$ cat src/asfm_pkg.sv
// Package for the axis status flag monitor: register map, field layout, timing.
// Assumes a 10 MHz module clock and an AXI4-Lite register bus with 32-bit data.
package asfm_pkg;

	// Register byte offsets.
	localparam logic [7:0] OFS_STATUS  = 8'h00; // Axis status flags, read only.
	localparam logic [7:0] OFS_TARGET  = 8'h04; // Target value monitor, read only.
	localparam logic [7:0] OFS_IRQ_STS = 8'h08; // Sticky event bits, cleared on read.
	localparam logic [7:0] OFS_IRQ_MSK = 8'h0c; // Event mask, read and write.
	localparam logic [7:0] OFS_OSHIFT  = 8'h10; // Origin shift amount, read and write.
	localparam logic [7:0] OFS_INPOS   = 8'h14; // In-position range, read and write.

	// Field positions inside the status word.
	localparam int BIT_SPEED_MODE = 0; // Speed control active.
	localparam int BIT_SWITCH_LAT = 1; // Speed to position switchover latched.
	localparam int BIT_IN_POS     = 2; // Within in-position range.

	// Reset values.
	localparam logic [15:0] RST_STATUS = 16'h0000;
	localparam logic [31:0] RST_WORD   = 32'h0000_0000;
	localparam logic [2:0]  RST_MASK   = 3'h0;

	// Monitoring cycle, in nanoseconds, and clock period.
	localparam int MON_CYCLE_NS = 900000;
	localparam int CLK_PERIOD_NS = 100;
	localparam int MON_CYCLES = MON_CYCLE_NS / CLK_PERIOD_NS;

	// AXI response codes.
	localparam logic [1:0] RESP_OKAY   = 2'h0;
	localparam logic [1:0] RESP_SLVERR = 2'h2;

	// Axis operation mode reported by the motion logic.
	typedef enum logic [2:0] {
		ASFM_IDLE        = 3'h0,
		ASFM_POSITION    = 3'h1,
		ASFM_SPEED       = 3'h2,
		ASFM_SP_SPEED    = 3'h3,
		ASFM_SP_POSITION = 3'h4,
		ASFM_PS_POSITION = 3'h5,
		ASFM_PS_SPEED    = 3'h6,
		ASFM_MANUAL      = 3'h7
	} asfm_mode_t;

	// Motion events from the motion logic, one-cycle pulses.
	typedef struct packed {
		logic       pos_start;     // Start of position control.
		logic       cur_change;    // Start of a current-value change.
		logic       shift_start;   // Start of the origin shift phase.
		logic       next_entry;    // Next positioning data entry begins.
		logic       action_end;    // Positioning action has finished.
	} asfm_evt_t;

endpackage : asfm_pkg

$ cat src/asfm_monitor.sv
// Axis status flag monitor: status word, target value monitor, AXI4-Lite slave.
// Assumes the motion logic on the same clock supplies mode, events and distance.
`timescale 1ns/1ps
`default_nettype none
module asfm_monitor #(
	parameter int MON_PERIOD = asfm_pkg::MON_CYCLES
) (
	// Clock, reset and clock enable.
	input  wire logic                   aclk,
	input  wire logic                   aresetn,
	input  wire logic                   ce,
	// Motion logic status.
	input  wire asfm_pkg::asfm_mode_t   mode,
	input  wire asfm_pkg::asfm_evt_t    evt,
	input  wire logic                   continuous_path_pattern,
	input  wire logic [31:0]            positioning_address_or_amount,
	input  wire logic [31:0]            remaining_distance,
	// AXI4-Lite write address and data.
	input  wire logic                   s_axi_awvalid,
	output logic                        s_axi_awready,
	input  wire logic [7:0]             s_axi_awaddr,
	input  wire logic                   s_axi_wvalid,
	output logic                        s_axi_wready,
	input  wire logic [31:0]            s_axi_wdata,
	input  wire logic [3:0]             s_axi_wstrb,
	// AXI4-Lite write response.
	output logic                        s_axi_bvalid,
	input  wire logic                   s_axi_bready,
	output logic [1:0]                  s_axi_bresp,
	// AXI4-Lite read.
	input  wire logic                   s_axi_arvalid,
	output logic                        s_axi_arready,
	input  wire logic [7:0]             s_axi_araddr,
	output logic                        s_axi_rvalid,
	input  wire logic                   s_axi_rready,
	output logic [31:0]                 s_axi_rdata,
	output logic [1:0]                  s_axi_rresp,
	// Interrupt, high while an unmasked event is pending.
	output logic                        irq
);
	// Refuse a monitoring period the divider cannot serve.
	initial begin
		if (MON_PERIOD < 2 || MON_PERIOD > 65535) begin
			$error("asfm_monitor: MON_PERIOD out of range");
		end
	end

	// All state of the monitor.
	typedef struct packed {
		logic [15:0] status;     // Axis status flags.
		logic [31:0] target;     // Target value monitor.
		logic [2:0]  irq_sts;    // Sticky flag-rise events.
		logic [2:0]  irq_msk;    // Event mask.
		logic [31:0] oshift;     // Origin shift amount.
		logic [31:0] inpos;      // In-position range.
		logic        aw_got;     // Write address held.
		logic [7:0]  aw_addr;    // Held write address.
		logic        w_got;      // Write data held.
		logic [31:0] w_data;     // Held write data.
		logic [3:0]  w_strb;     // Held write strobes.
		logic        bvalid;     // Write response pending.
		logic [1:0]  bresp;      // Write response code.
		logic        rvalid;     // Read data pending.
		logic [31:0] rdata;      // Read data.
		logic [1:0]  rresp;      // Read response code.
	} asfm_st_t;

	asfm_st_t st;      // Current state.
	asfm_st_t next_st; // Next state.
	logic     tick;    // Monitoring-cycle pulse.
	logic     spd;     // Speed control in effect.
	logic     wr_go;   // Write takes effect this cycle.
	logic     rd_go;   // Read is accepted this cycle.
	logic [2:0] rise;  // Status flags that rise this cycle.

	// Monitoring-cycle divider.
	// It shares the clock enable, so a frozen block also freezes the cycle count.
	asfm_tick #(.PERIOD(MON_PERIOD)) u_tick (
		.aclk    (aclk),
		.aresetn (aresetn),
		.ce      (ce),
		.tick    (tick)
	);

	// Speed control is in effect only in the pure or switching speed phases.
	assign spd = (mode == asfm_pkg::ASFM_SPEED) || (mode == asfm_pkg::ASFM_SP_SPEED) ||
		(mode == asfm_pkg::ASFM_PS_SPEED);

	// Handshake readiness; one write and one read at a time.
	assign s_axi_awready = !st.aw_got && !st.bvalid;
	assign s_axi_wready  = !st.w_got && !st.bvalid;
	assign s_axi_arready = !st.rvalid;
	assign wr_go = st.aw_got && st.w_got && !st.bvalid;
	assign rd_go = s_axi_arvalid && !st.rvalid;

	// Next-state logic for flags, target, interrupt and bus.
	always_comb begin
		next_st = st;
		rise = 3'h0;
		// Speed flag follows the speed phase; off in position, manual and idle.
		next_st.status[asfm_pkg::BIT_SPEED_MODE] = spd;
		// Latch sets when position control takes over in speed-then-position.
		if (st.status[asfm_pkg::BIT_SPEED_MODE] && mode == asfm_pkg::ASFM_SP_POSITION) begin
			next_st.status[asfm_pkg::BIT_SWITCH_LAT] = 1'b1;
		end
		// Latch clears on the next entry and in jog or handwheel operation.
		if (evt.next_entry || mode == asfm_pkg::ASFM_MANUAL) begin
			next_st.status[asfm_pkg::BIT_SWITCH_LAT] = 1'b0;
		end
		// In-position check once per cycle, suspended in speed control.
		if (continuous_path_pattern || mode == asfm_pkg::ASFM_MANUAL) begin
			next_st.status[asfm_pkg::BIT_IN_POS] = 1'b0;
		end else if (tick && !spd) begin
			next_st.status[asfm_pkg::BIT_IN_POS] = (remaining_distance <= st.inpos);
		end
		// Target value loads at the start of each phase and drops to zero after.
		if (evt.pos_start || evt.cur_change) begin
			next_st.target = positioning_address_or_amount;
		end else if (evt.shift_start) begin
			next_st.target = st.oshift;
		end else if (evt.action_end || mode == asfm_pkg::ASFM_IDLE || spd ||
			mode == asfm_pkg::ASFM_MANUAL) begin
			next_st.target = asfm_pkg::RST_WORD;
		end
		// Rising flags are events; a set in the clearing cycle wins.
		rise = next_st.status[2:0] & ~st.status[2:0];
		// Write channel capture.
		if (s_axi_awvalid && s_axi_awready) begin
			next_st.aw_got = 1'b1;
			next_st.aw_addr = s_axi_awaddr;
		end
		if (s_axi_wvalid && s_axi_wready) begin
			next_st.w_got = 1'b1;
			next_st.w_data = s_axi_wdata;
			next_st.w_strb = s_axi_wstrb;
		end
		// Write commit; the monitors refuse writes with an error.
		if (wr_go) begin
			next_st.aw_got = 1'b0;
			next_st.w_got = 1'b0;
			next_st.bvalid = 1'b1;
			next_st.bresp = asfm_pkg::RESP_OKAY;
			case (st.aw_addr)
				asfm_pkg::OFS_IRQ_MSK: begin
					if (st.w_strb[0]) begin
						next_st.irq_msk = st.w_data[2:0];
					end
				end
				asfm_pkg::OFS_OSHIFT: begin
					for (int i = 0; i < 4; i++) begin
						if (st.w_strb[i]) next_st.oshift[i*8 +: 8] = st.w_data[i*8 +: 8];
					end
				end
				asfm_pkg::OFS_INPOS: begin
					for (int i = 0; i < 4; i++) begin
						if (st.w_strb[i]) next_st.inpos[i*8 +: 8] = st.w_data[i*8 +: 8];
					end
				end
				default: begin
					// Monitor words, the event register and holes take no writes.
					next_st.bresp = asfm_pkg::RESP_SLVERR;
				end
			endcase
		end
		// The master has taken the response; the write side is free again.
		if (st.bvalid && s_axi_bready) begin
			next_st.bvalid = 1'b0;
		end
		// Read returns a whole registered word, never a half-updated one.
		if (rd_go) begin
			next_st.rvalid = 1'b1;
			next_st.rresp = asfm_pkg::RESP_OKAY;
			case (s_axi_araddr)
				asfm_pkg::OFS_STATUS:  next_st.rdata = {16'h0000, st.status};
				asfm_pkg::OFS_TARGET:  next_st.rdata = st.target;
				asfm_pkg::OFS_IRQ_STS: begin
					next_st.rdata = {29'h0000_0000, st.irq_sts};
					// Reading clears the events; a rise in this cycle is merged in below.
					next_st.irq_sts = 3'h0;
				end
				asfm_pkg::OFS_IRQ_MSK: next_st.rdata = {29'h0000_0000, st.irq_msk};
				asfm_pkg::OFS_OSHIFT:  next_st.rdata = st.oshift;
				asfm_pkg::OFS_INPOS:   next_st.rdata = st.inpos;
				default: begin
					next_st.rdata = asfm_pkg::RST_WORD;
					next_st.rresp = asfm_pkg::RESP_SLVERR;
				end
			endcase
		end
		// The master has taken the data; the next read may be accepted.
		if (st.rvalid && s_axi_rready) begin
			next_st.rvalid = 1'b0;
		end
		// New events set after any read clear.
		next_st.irq_sts = next_st.irq_sts | rise;
	end

	// Register the state; reset clears every flag, the clock enable freezes all.
	always_ff @(posedge aclk) begin
		if (!aresetn) begin
			st <= '0;
			st.status <= asfm_pkg::RST_STATUS;
			st.irq_msk <= asfm_pkg::RST_MASK;
		end else if (ce) begin
			st <= next_st;
		end
	end

	// Outputs straight from the state.
	assign s_axi_bvalid = st.bvalid;
	assign s_axi_bresp  = st.bresp;
	assign s_axi_rvalid = st.rvalid;
	assign s_axi_rdata  = st.rdata;
	assign s_axi_rresp  = st.rresp;
	// Level interrupt: high while any unmasked event bit is set.
	assign irq = |(st.irq_sts & st.irq_msk);
endmodule : asfm_monitor
`default_nettype wire

$ cat src/asfm_tick.sv
// Monitoring-cycle tick generator for the axis status flag monitor.
// Assumes one clock, a synchronous active-low reset and a clock enable.
`timescale 1ns/1ps
`default_nettype none
module asfm_tick #(
	parameter int PERIOD = asfm_pkg::MON_CYCLES
) (
	// Clock and control.
	input  wire logic aclk,
	input  wire logic aresetn,
	input  wire logic ce,
	// Tick output, one cycle per period.
	output logic      tick
);
	// Refuse a period the counter cannot serve.
	initial begin
		if (PERIOD < 2 || PERIOD > 65535) begin
			$error("asfm_tick: PERIOD out of range");
		end
	end

	// All state of the divider.
	typedef struct packed {
		logic [15:0] cnt;  // Cycles since the last tick.
		logic        tick; // Registered tick.
	} asfm_tick_st_t;

	asfm_tick_st_t st;      // Current state.
	asfm_tick_st_t next_st; // Next state.

	// Count cycles and pulse at the end of each period.
	always_comb begin
		next_st = st;
		next_st.tick = 1'b0;
		if (st.cnt == 16'(PERIOD - 1)) begin
			next_st.cnt = 16'h0000;
			next_st.tick = 1'b1;
		end else begin
			next_st.cnt = st.cnt + 16'h0001;
		end
	end

	// Register the state; the clock enable freezes it.
	always_ff @(posedge aclk) begin
		if (!aresetn) begin
			st <= '0;
		end else if (ce) begin
			st <= next_st;
		end
	end

	assign tick = st.tick;

endmodule : asfm_tick
`default_nettype wire

$ cat config.mk
export PLATFORM = sky130hd
export DESIGN_NAME = asfm_monitor
export DESIGN_NICKNAME = d
export VERILOG_FILES = /design/src/asfm_pkg.sv /design/src/asfm_monitor.sv /design/src/asfm_tick.sv
export SDC_FILE = /design/constraint.sdc
export NUM_CORES = 1
export LEC_CHECK = 0
export BUFFER_PORTS_ARGS = -buffer_cell sky130_fd_sc_hd__buf_2
export CAP_MARGIN = 20
export CORE_ASPECT_RATIO = 0.7
export CORE_UTILIZATION = 60
export DETAILED_ROUTE_END_ITERATION = 10
export HOLD_SLACK_MARGIN = 0.06
export PLACE_DENSITY_LB_ADDON = 0.08
export RECOVER_POWER = 25
export SKIP_LAST_GASP = 1
export SYNTH_ARGS = -nofsm -noshare
export SYNTH_HDL_FRONTEND = slang
export SYNTH_SLANG_ARGS = --single-unit
export TNS_END_PERCENT = 100
$ cat constraint.sdc
create_clock -name aclk -period 4.6 [get_ports aclk]
set_clock_uncertainty 0.15 [all_clocks]
set_input_delay 0.92 -clock aclk [delete_from_list [all_inputs] [get_ports aclk]]
set_output_delay 0.92 -clock aclk [all_outputs]
set_load 0.01 [all_outputs]
[After elaboration in Yosys (flattened, before gate mapping)]
Index checks and enable logic that the tools add are counted.
W data, S select, Z words.
Storage, ports and cells
  word-level logic and storage cells: 118
  register bits after elaboration: 206
  output and inout port bits: 42
Operators by class
  mux-type cells: 22
  bitwise logic cells: 4
  eq/ne operators: 14
  add/sub/neg operators: 1
  $lt $le $gt $ge: 1
  reductions and logical operators: 52
Operators with widths (count)
  $pmux W32 S6: 1
  $mux W32: 3
  $mux W37: 1
  $reduce_and A4 Y1: 9
  $mux W35: 1
  $eq A8 B5 Y1 const B: 4
  $le A32 B32 Y1: 1
  $eq A8 B4 Y1 const B: 3
  $reduce_and A2 Y1: 9
  $add A16 B1 Y16 const B: 1
  $eq A16 B14 Y1 const B: 1
  $mux W16: 1
  $logic_and A1 B1 Y1: 11
  $eq A3 B3 Y1 const B: 3
  $mux W1: 9
  $mux W3: 3
  $mux W9: 1
  $eq A8 B3 Y1 const B: 1
  $logic_not A8 Y1: 1
  $logic_or A1 B1 Y1: 8
  $reduce_bool A2 Y1: 4
  $and A3 B3 Y3: 2
  $eq A3 B2 Y1 const B: 2
  $reduce_or A3 Y1: 2
  7 further kinds: 12

[Logic depth before layout (Yosys ltp)]
Gate-level depths: netlist of run 1.
  word-level depth: 9
  gate-level depth with buffers: 7
  depth with buffers taken out: 7

[By module]
Synthesis of run 1 repeated with hierarchy kept, for this count alone.
Second synthesis, totals
  cell total of the unflattened synthesis: 1158
  area total of the unflattened synthesis: 10169.8 um^2
Modules (own cells, without submodules)
  asfm_monitor: cells an instance 1072, area each 9350.2 um^2, times used 1
  asfm_tick: cells an instance 86, area each 819.5 um^2, times used 1

[Worst setup path before layout of run 1]
OpenSTA, ideal clock, no wires.
  path kind: input port to flip-flop
  start point: input port s_axi_araddr[7]
  end point: register st (netlist bit s_axi_rdata[23])
  library setup time: 0.070 ns
  setup slack: 1.974 ns
  arrival: 2.407 ns
  buffers on the path: 2
  stages on the path: 7
  cell sequence: or4_4 > nor4b_4 > and2b_1 > buf_4 > buf_6 > a222oi_1 > a21oi_1
On the way
  longest elaborated chain between the ends: 2
Ends and longest elaborated chain
  start, declared: line asfm_monitor.sv:33  | input wire logic [7:0] s_axi_araddr,
  $eq A8 B5 Y1, or another cell as far along: line asfm_monitor.sv:173  | case (s_axi_araddr)
  $pmux W32 S6 (*): line asfm_monitor.sv:173
  end signal, assigned: line asfm_monitor.sv:205  | st <= next_st;
  end, declared: line asfm_monitor.sv:68  | asfm_st_t st;
Every way passes the cells marked *; elsewhere a longest branch is shown, timed or not.
A chain may end at the register's enable or synchronous reset.

[Final worst setup path of run 1]
  start point: input port ce
  end point: register st[39] in the netlist's numbering
On the way
  longest elaborated chain between the ends: 1
Ends and longest elaborated chain
  start, declared: line asfm_monitor.sv:11  | input wire logic ce,
  $reduce_and A2 Y1 (no source line)
No other way between the ends.

==> results of run 1 <==
-- routing by layer --
metal / track usage, % / vias up / routed length (um)
met5: 0 / - / 0
met4: 7.386 / 0 / 477
met3: 5.651 / 39 / 2301
met2: 44.83 / 353 / 11250
met1: 44.68 / 4051 / 12450
li1: - / 4236 / -
-- worst reg2reg max path, delay by kind of cell (launching register included) --
family                 cells  cell delay (ps)
and+or+nand+nor            2              600
buffers and inverters      1             1490
DFF                        1              380
AOI/OAI and AO/OA          1              230
-- worst min path at each step --
| stage | cells after the start | slack, ps | end |
|---|---|---|---|
| global route | 2 | 330 | s_axi_rdata[11] |
| finish | 2 | 310 | s_axi_rdata[0] |
| CTS | 2 | 310 | s_axi_rdata[0] |
| global placement | 2 | 300 | s_axi_rdata[9] |
| detailed placement | 2 | 310 | s_axi_rdata[4] |
| floorplan | 2 | 290 | s_axi_rdata[28] |
-- power groups by stage --
stage | Combinational, uW | Sequential (uW) | Clock [uW]
after floorplan | 188 | 1870 | 0
after global placement | 295 | 1890 | 0
after detailed placement | 300 | 1890 | 0
after CTS | 301 | 1850 | 1620
after global routing | 331 | 1850 | 1710
final | 300 | 1850 | 1610
-- stage by stage --
stage	total power, uW	hold WS [ps]
final	3756	314.7
after global routing	3896	331.5
after global placement	2182	300.0
after CTS	3772	314.1
after detailed placement	2187	305.6
after floorplan	2060	288.7
-- layout make-up --
cell class | instances | area, um^2 | share of cell area (%)
Clock buffer | 32 | 616.8 | 5.435
Clock inverter | 4 | 27.53 | 0.2426
Tap cell | 225 | 281.5 | 2.481
Timing Repair Buffer | 186 | 935.9 | 8.247
Inverter | 42 | 157.7 | 1.389
Sequential cell | 204 | 4084 | 35.99
Multi-Input combinational cell | 805 | 5245 | 46.22
-- cells by family (layout without fill, tap and decap cells) --
family | Yosys count | after routing | share of synthesized area (%)
multiplexers | 59 | 59 | 5.901
AND/OR/NAND/NOR | 456 | 456 | 23.07
buffers and inverters | 158 | 264 | 7.516
adder cells (fa/ha/maj) | 33 | 33 | 4.099
other | 1 | 2 | 0.03723
flip-flops | 204 | 204 | 40.55
AO/OA/AOI/OAI | 240 | 240 | 17.53
XOR/XNOR | 15 | 15 | 1.304
-- registers in the layout, indices dropped and copies added, names as in the netlist --
name	count
s_axi_bresp	1
s_axi_bvalid	1
s_axi_rdata	32
s_axi_rresp	1
s_axi_rvalid	1
st	151
u_tick.st	16
u_tick.tick	1
-- cell usage in the layout, fill, tap and decap left out, types with 13 or more instances in the layout --
master,count
inv_1,42
buf_2,151
a222oi_1,30
clkbuf_16,21
nand3_1,96
a21oi_1,43
ha_1,33
mux2i_1,56
o211a_1,32
nand4_1,14
buf_4,13
nor2b_1,64
nor2_1,26
dfxtp_1,204
clkbuf_1,28
o21ai_0,41
and2_1,30
a21boi_0,63
nand2_1,182
==> flow_metrics.py, run 1 <==
metrics = {
    "drt": {
        "ant_nets": 0,
        "first_pass_iters": 9,
        "drt-vias-per-instance": 5.794,
        "wl_per_cell_um": 17.68,
        "wirelength_um": 26480,
        "vias": 8679,
        "drtIter0Drc": 1005,
        "route.detailed.drc": 0,
    },
    "clocking": {
        "postCtsSetupBuffers": 0,
        "cts_tree": "done",
        "cts_max_level": 1,
        "path_clk_slew_ps": 60,
        "ctsHoldBuffers": 0,
        "ctsResizeCount": 0,
        "insertion_delay_ps": 500,
        "clockBufferDepth": 3,
        "cts.sink_count": 204,
        "cts-root-buf": "clkbuf_16",
        "cts_made_buffers": 21,
    },
    "timing": {
        "fmax_ghz": 0.2790,
        "min_period_ps": 3584,
        "fin_setup_tns_ps": 0,
        "slew_headroom_pct": -35.19,
        "setup_viol": 0,
        "drv_slew": 38,
        "worst_pin_slew_ps": 2028,
        "fin_ws_ps": 1016,
        "hold_viol": 0,
        "min_period_over_period_pct": 77.92,
        "rsz0062_at_grt": "false",
    },
    "die": {
        "initial_core_util_pct": 61.62,
        "fp.dieH_um": 110.4,
        "design.core.area_um2": 16350,
        "dieArea_um2": 17320,
        "rows": 39,
        "num_io_pins": 175,
        "die_w_um": 156.9,
    },
    "synth": {
        "yosys-top-cells-area": "dfxtp_1, nand2_1, mux2i_1, nand3_1, a21boi_0",
        "ys_top_cells_by_count": "dfxtp_1, nand2_1, nand3_1",
        "syn_inst": 1166,
        "ys_ff_latch": 204,
        "async_flop_share_pct": 0,
        "seq_area_frac_synth_pct": 40.55,
        "avgSynthCellArea_um2": 8.638,
        "synth_edf_count": 0,
        "netlist_area_um2": 10070,
        "synth_warnings": 0,
        "synthFlopType": "dfxtp_1",
        "yosysUniqueCellTypes": 65,
        "yosysMostFrequentCell": "dfxtp_1",
        "yosysTopAreaCellShare_pct": 40.55,
        "synth.largest_area_cell": "dfxtp_1",
    },
    "critical_path": {
        "reg2regPathDepth": 4,
        "r2r_end": "st[39]",
        "crit_path_start_kind": "input pin",
        "path_class": "in2reg",
        "rrSetupSlack_ps": 1700,
        "critPathLaunch": "ce",
        "arrival_ps": 3870,
        "cpMaxStageDelayCell": "clkbuf_1",
        "critical_path_buf_inv_count": 2,
        "cp.depth": 5,
        "cp-end-kind": "register",
        "cp_max_fo": 37,
        "cp.required_ps": 4880,
        "path_delay_family": "buffers and inverters",
        "reg2reg_from": "s_axi_bvalid",
        "cp_cell_sequence": "clkbuf_1, nor4bb_1, clkbuf_1, nand2_1, a21boi_0",
        "slowest_delay_ps": 1490,
        "crit_top_cell": "clkbuf_1",
        "endpoint": "st[39]",
    },
    "power_and_ir_drop": {
        "p_sw_share_pct": 23.75,
        "p_switching_uw": 892.0,
        "p_int_uw": 2864,
        "power_frac_comb_pct": 8.0,
        "ir_worst_vdd_uv": 248.7,
        "powerDensity_nw_per_um2": 331.0,
        "p_clk_share_pct": 42.8,
        "power_frac_seq_pct": 49.2,
        "p_leak_uw": 0.004646,
    },
    "cells_and_area": {
        "fin_cells": 1498,
        "final_util_pct": 69.42,
        "syn_to_final_growth_pct": 12.67,
        "fill_cells": 1399,
        "fin_nets": 1426,
        "drive_above_1_share_pct": 16.73,
        "design_area_um2": 11350,
        "n_antenna_cell": 0,
    },
    "global_route": {
        "grt_pass1_vias": 7827,
        "grt-ovfl-total": 0,
        "grt_pass1_wl_um": 41750,
        "antenna_found_initial": 0,
        "track_usage_pct": 30.19,
        "grt_max_degree": 105,
    },
    "place": {
        "dp.cells": 1462,
        "hpwl_um": 17830,
        "place.gp.congestion": 0.8084,
        "port_buffers": 172,
        "placed_area_um2": 10760,
        "dp_slack_ps": 1102,
    },
    "outcome": {
        "violations": "capacitance limit, slew limit",
        "outcome": "finished, violations left",
    },
    "worst_hold_path": {
        "hp-class": "reg2reg",
        "hold_start": "s_axi_rdata[0]",
    },
    "flow_run": {
        "drv_cap": 1,
    },
}
Power figures use the tool's default switching activity.
==> inputs of run 2 (changes only) <==
--- a/config.mk
+++ b/config.mk
@@ -8,7 +8,7 @@
 export BUFFER_PORTS_ARGS = -buffer_cell sky130_fd_sc_hd__buf_2
 export CAP_MARGIN = 20
 export CORE_ASPECT_RATIO = 0.7
-export CORE_UTILIZATION = 60
+export CORE_UTILIZATION = 51
 export DETAILED_ROUTE_END_ITERATION = 10
 export HOLD_SLACK_MARGIN = 0.06
 export PLACE_DENSITY_LB_ADDON = 0.08
==> constraint.sdc (replaced) <==
create_clock -name aclk -period 3 [get_ports aclk]
set_clock_uncertainty 0.15 [all_clocks]
set_input_delay 0.6 -clock aclk [delete_from_list [all_inputs] [get_ports aclk]]
set_output_delay 0.6 -clock aclk [all_outputs]
set_load 0.01 [all_outputs]
==> run 2 against run 1 <==
  * The flow still finishes with violations (capacitance limit, slew limit)
  * Sequential power increased by 53%
  * Final cell count increased by 3.4%
  * Clock-buffer cell count decreased by 1
  * Largest cell class unchanged
  * Cell area increased by 2.2%
  * Highest routed layer unchanged
==> flow_metrics.py, run 2 (synthesized netlist as in run 1, its figures left out) <==
metrics = {
    "outcome": {
        "outcome": "finished, violations left",
        "violations": "capacitance limit, slew limit",
    },
    "clocking": {
        "cts_made_buffers": 21,
        "ctsHoldBuffers": 0,
        "clockBufferDepth": 3,
        "cts.sink_count": 204,
        "cts-root-buf": "clkbuf_16",
        "cts_max_level": 1,
        "postCtsSetupBuffers": 0,
        "ctsResizeCount": 0,
        "cts_tree": "done",
        "path_clk_slew_ps": 60,
        "insertion_delay_ps": 500,
    },
    "global_route": {
        "grt_pass1_wl_um": 42540,
        "grt_pass1_vias": 7905,
        "grt-ovfl-total": 0,
        "antenna_found_initial": 1,
        "track_usage_pct": 26.37,
        "grt_max_degree": 191,
    },
    "worst_hold_path": {
        "hp-class": "in2reg",
    },
    "die": {
        "rows": 42,
        "num_io_pins": 175,
        "fp.dieH_um": 119.6,
        "die_w_um": 170.0,
        "dieArea_um2": 20330,
        "initial_core_util_pct": 52.66,
        "design.core.area_um2": 19130,
    },
    "cells_and_area": {
        "fin_cells": 1549,
        "layout_commonest_cell": "dfxtp_1",
        "largest_register": "st",
        "final_cell_mix": "dfxtp_1, nand2_1, buf_2",
        "design_area_um2": 11600,
        "drive_above_1_share_pct": 18.54,
        "fill_cells": 1798,
        "syn_to_final_growth_pct": 15.17,
        "largest_reg_flops": 151,
        "fin_nets": 1437,
    },
    "critical_path": {
        "endpoint": "st[188]",
        "rrSetupSlack_ps": 510,
        "reg2regPathDepth": 8,
        "path_class": "reg2reg",
        "critPathLaunch": "st[99]",
        "cp.required_ps": 3220,
        "arrival_ps": 2710,
        "r2r_end": "st[188]",
        "cp_max_fo": 3,
        "crit_path_start_kind": "register",
        "cp-end-kind": "register",
        "reg2reg_from": "st[99]",
    },
    "timing": {
        "slew_headroom_pct": -19.86,
        "min_period_over_period_pct": 83.10,
        "fin_ws_ps": 507.1,
        "setup_viol": 0,
        "rsz0062_at_grt": "false",
        "min_period_ps": 2493,
        "fmax_ghz": 0.4011,
        "fin_setup_tns_ps": 0,
        "drv_slew": 191,
        "hold_viol": 0,
        "worst_pin_slew_ps": 1798,
    },
    "place": {
        "port_buffers": 172,
        "dp.cells": 1512,
        "dp_slack_ps": 273.0,
        "place.gp.congestion": 0.8313,
        "placed_area_um2": 10940,
        "hpwl_um": 18170,
    },
    "drt": {
        "wl_per_cell_um": 17.29,
        "wirelength_um": 26780,
        "vias": 8628,
        "drtIter0Drc": 873,
        "drt-vias-per-instance": 5.570,
        "first_pass_iters": 5,
        "route.detailed.drc": 0,
        "ant_nets": 0,
    },
    "power_and_ir_drop": {
        "ir_worst_vdd_uv": 358.3,
        "powerDensity_nw_per_um2": 510.1,
        "p_leak_uw": 0.004775,
    },
    "flow_run": {
        "drv_cap": 1,
    },
}
==> run 2: cell type report <==
type	count	area [um^2]	share of cell area, %
antenna	1	2.502	0.02157
clock buffer	31	633.1	5.458
clock inverter	5	53.80	0.4638
inverter	42	157.7	1.359
multi-input combinational	805	5266	45.40
sequential	204	4084	35.21
tap	264	330.3	2.848
timing repair buffer	197	1072	9.244
==> run 2: power by group <==
group,switching (uW),total (uW),internal [uW]
logic,264,471,207
registers,56.4,2830,2780
clock network,1070,2610,1540
==> run 2: layer usage <==
layer | global-route usage, % | wire, um | vias up
li1 | - | - | 4272
met1 | 39.08 | 13350 | 4079
met2 | 40.14 | 11320 | 255
met3 | 4.749 | 1787 | 22
met4 | 4.505 | 322 | 0
met5 | 0 | 0 | -
==> run 2: worst min-delay path by stage <==
| stage | depth (start not counted) | slack [ps] | endpoint | startpoint |
|---|---|---|---|---|
| 2_1_floorplan | 2 | 290 | s_axi_rdata[28] | s_axi_rdata[28] |
| 3_3_place_gp | 2 | 300 | s_axi_rdata[2] | s_axi_rdata[2] |
| 3_5_place_dp | 2 | 300 | s_axi_rdata[23] | s_axi_rdata[23] |
| 4_1_cts | 3 | 180 | st[70] | s_axi_wdata[28] |
| 5_1_grt | 3 | 200 | st[62] | s_axi_wdata[20] |
| 6_report | 3 | 200 | st[64] | s_axi_wdata[22] |
==> run 2: worst max-delay path, cell delays in order, from the launching register on <==
cell	delay, ps
dfxtp_1	370
inv_1	60
ha_1	320
nand4_1	180
buf_4	200
a2111oi_0	630
buf_4	220
o31a_1	150
o22ai_1	80
==> run 2: stage by stage <==
step	total power (uW)	util, %	hold slack (ps)
global placement	3354	57.19	298.2
detailed placement	3361	57.19	300.5
global route	6132	60.63	203.5
floorplan	3159	-	288.7
finish	5917	60.64	200.1
CTS	5948	60.78	182.0
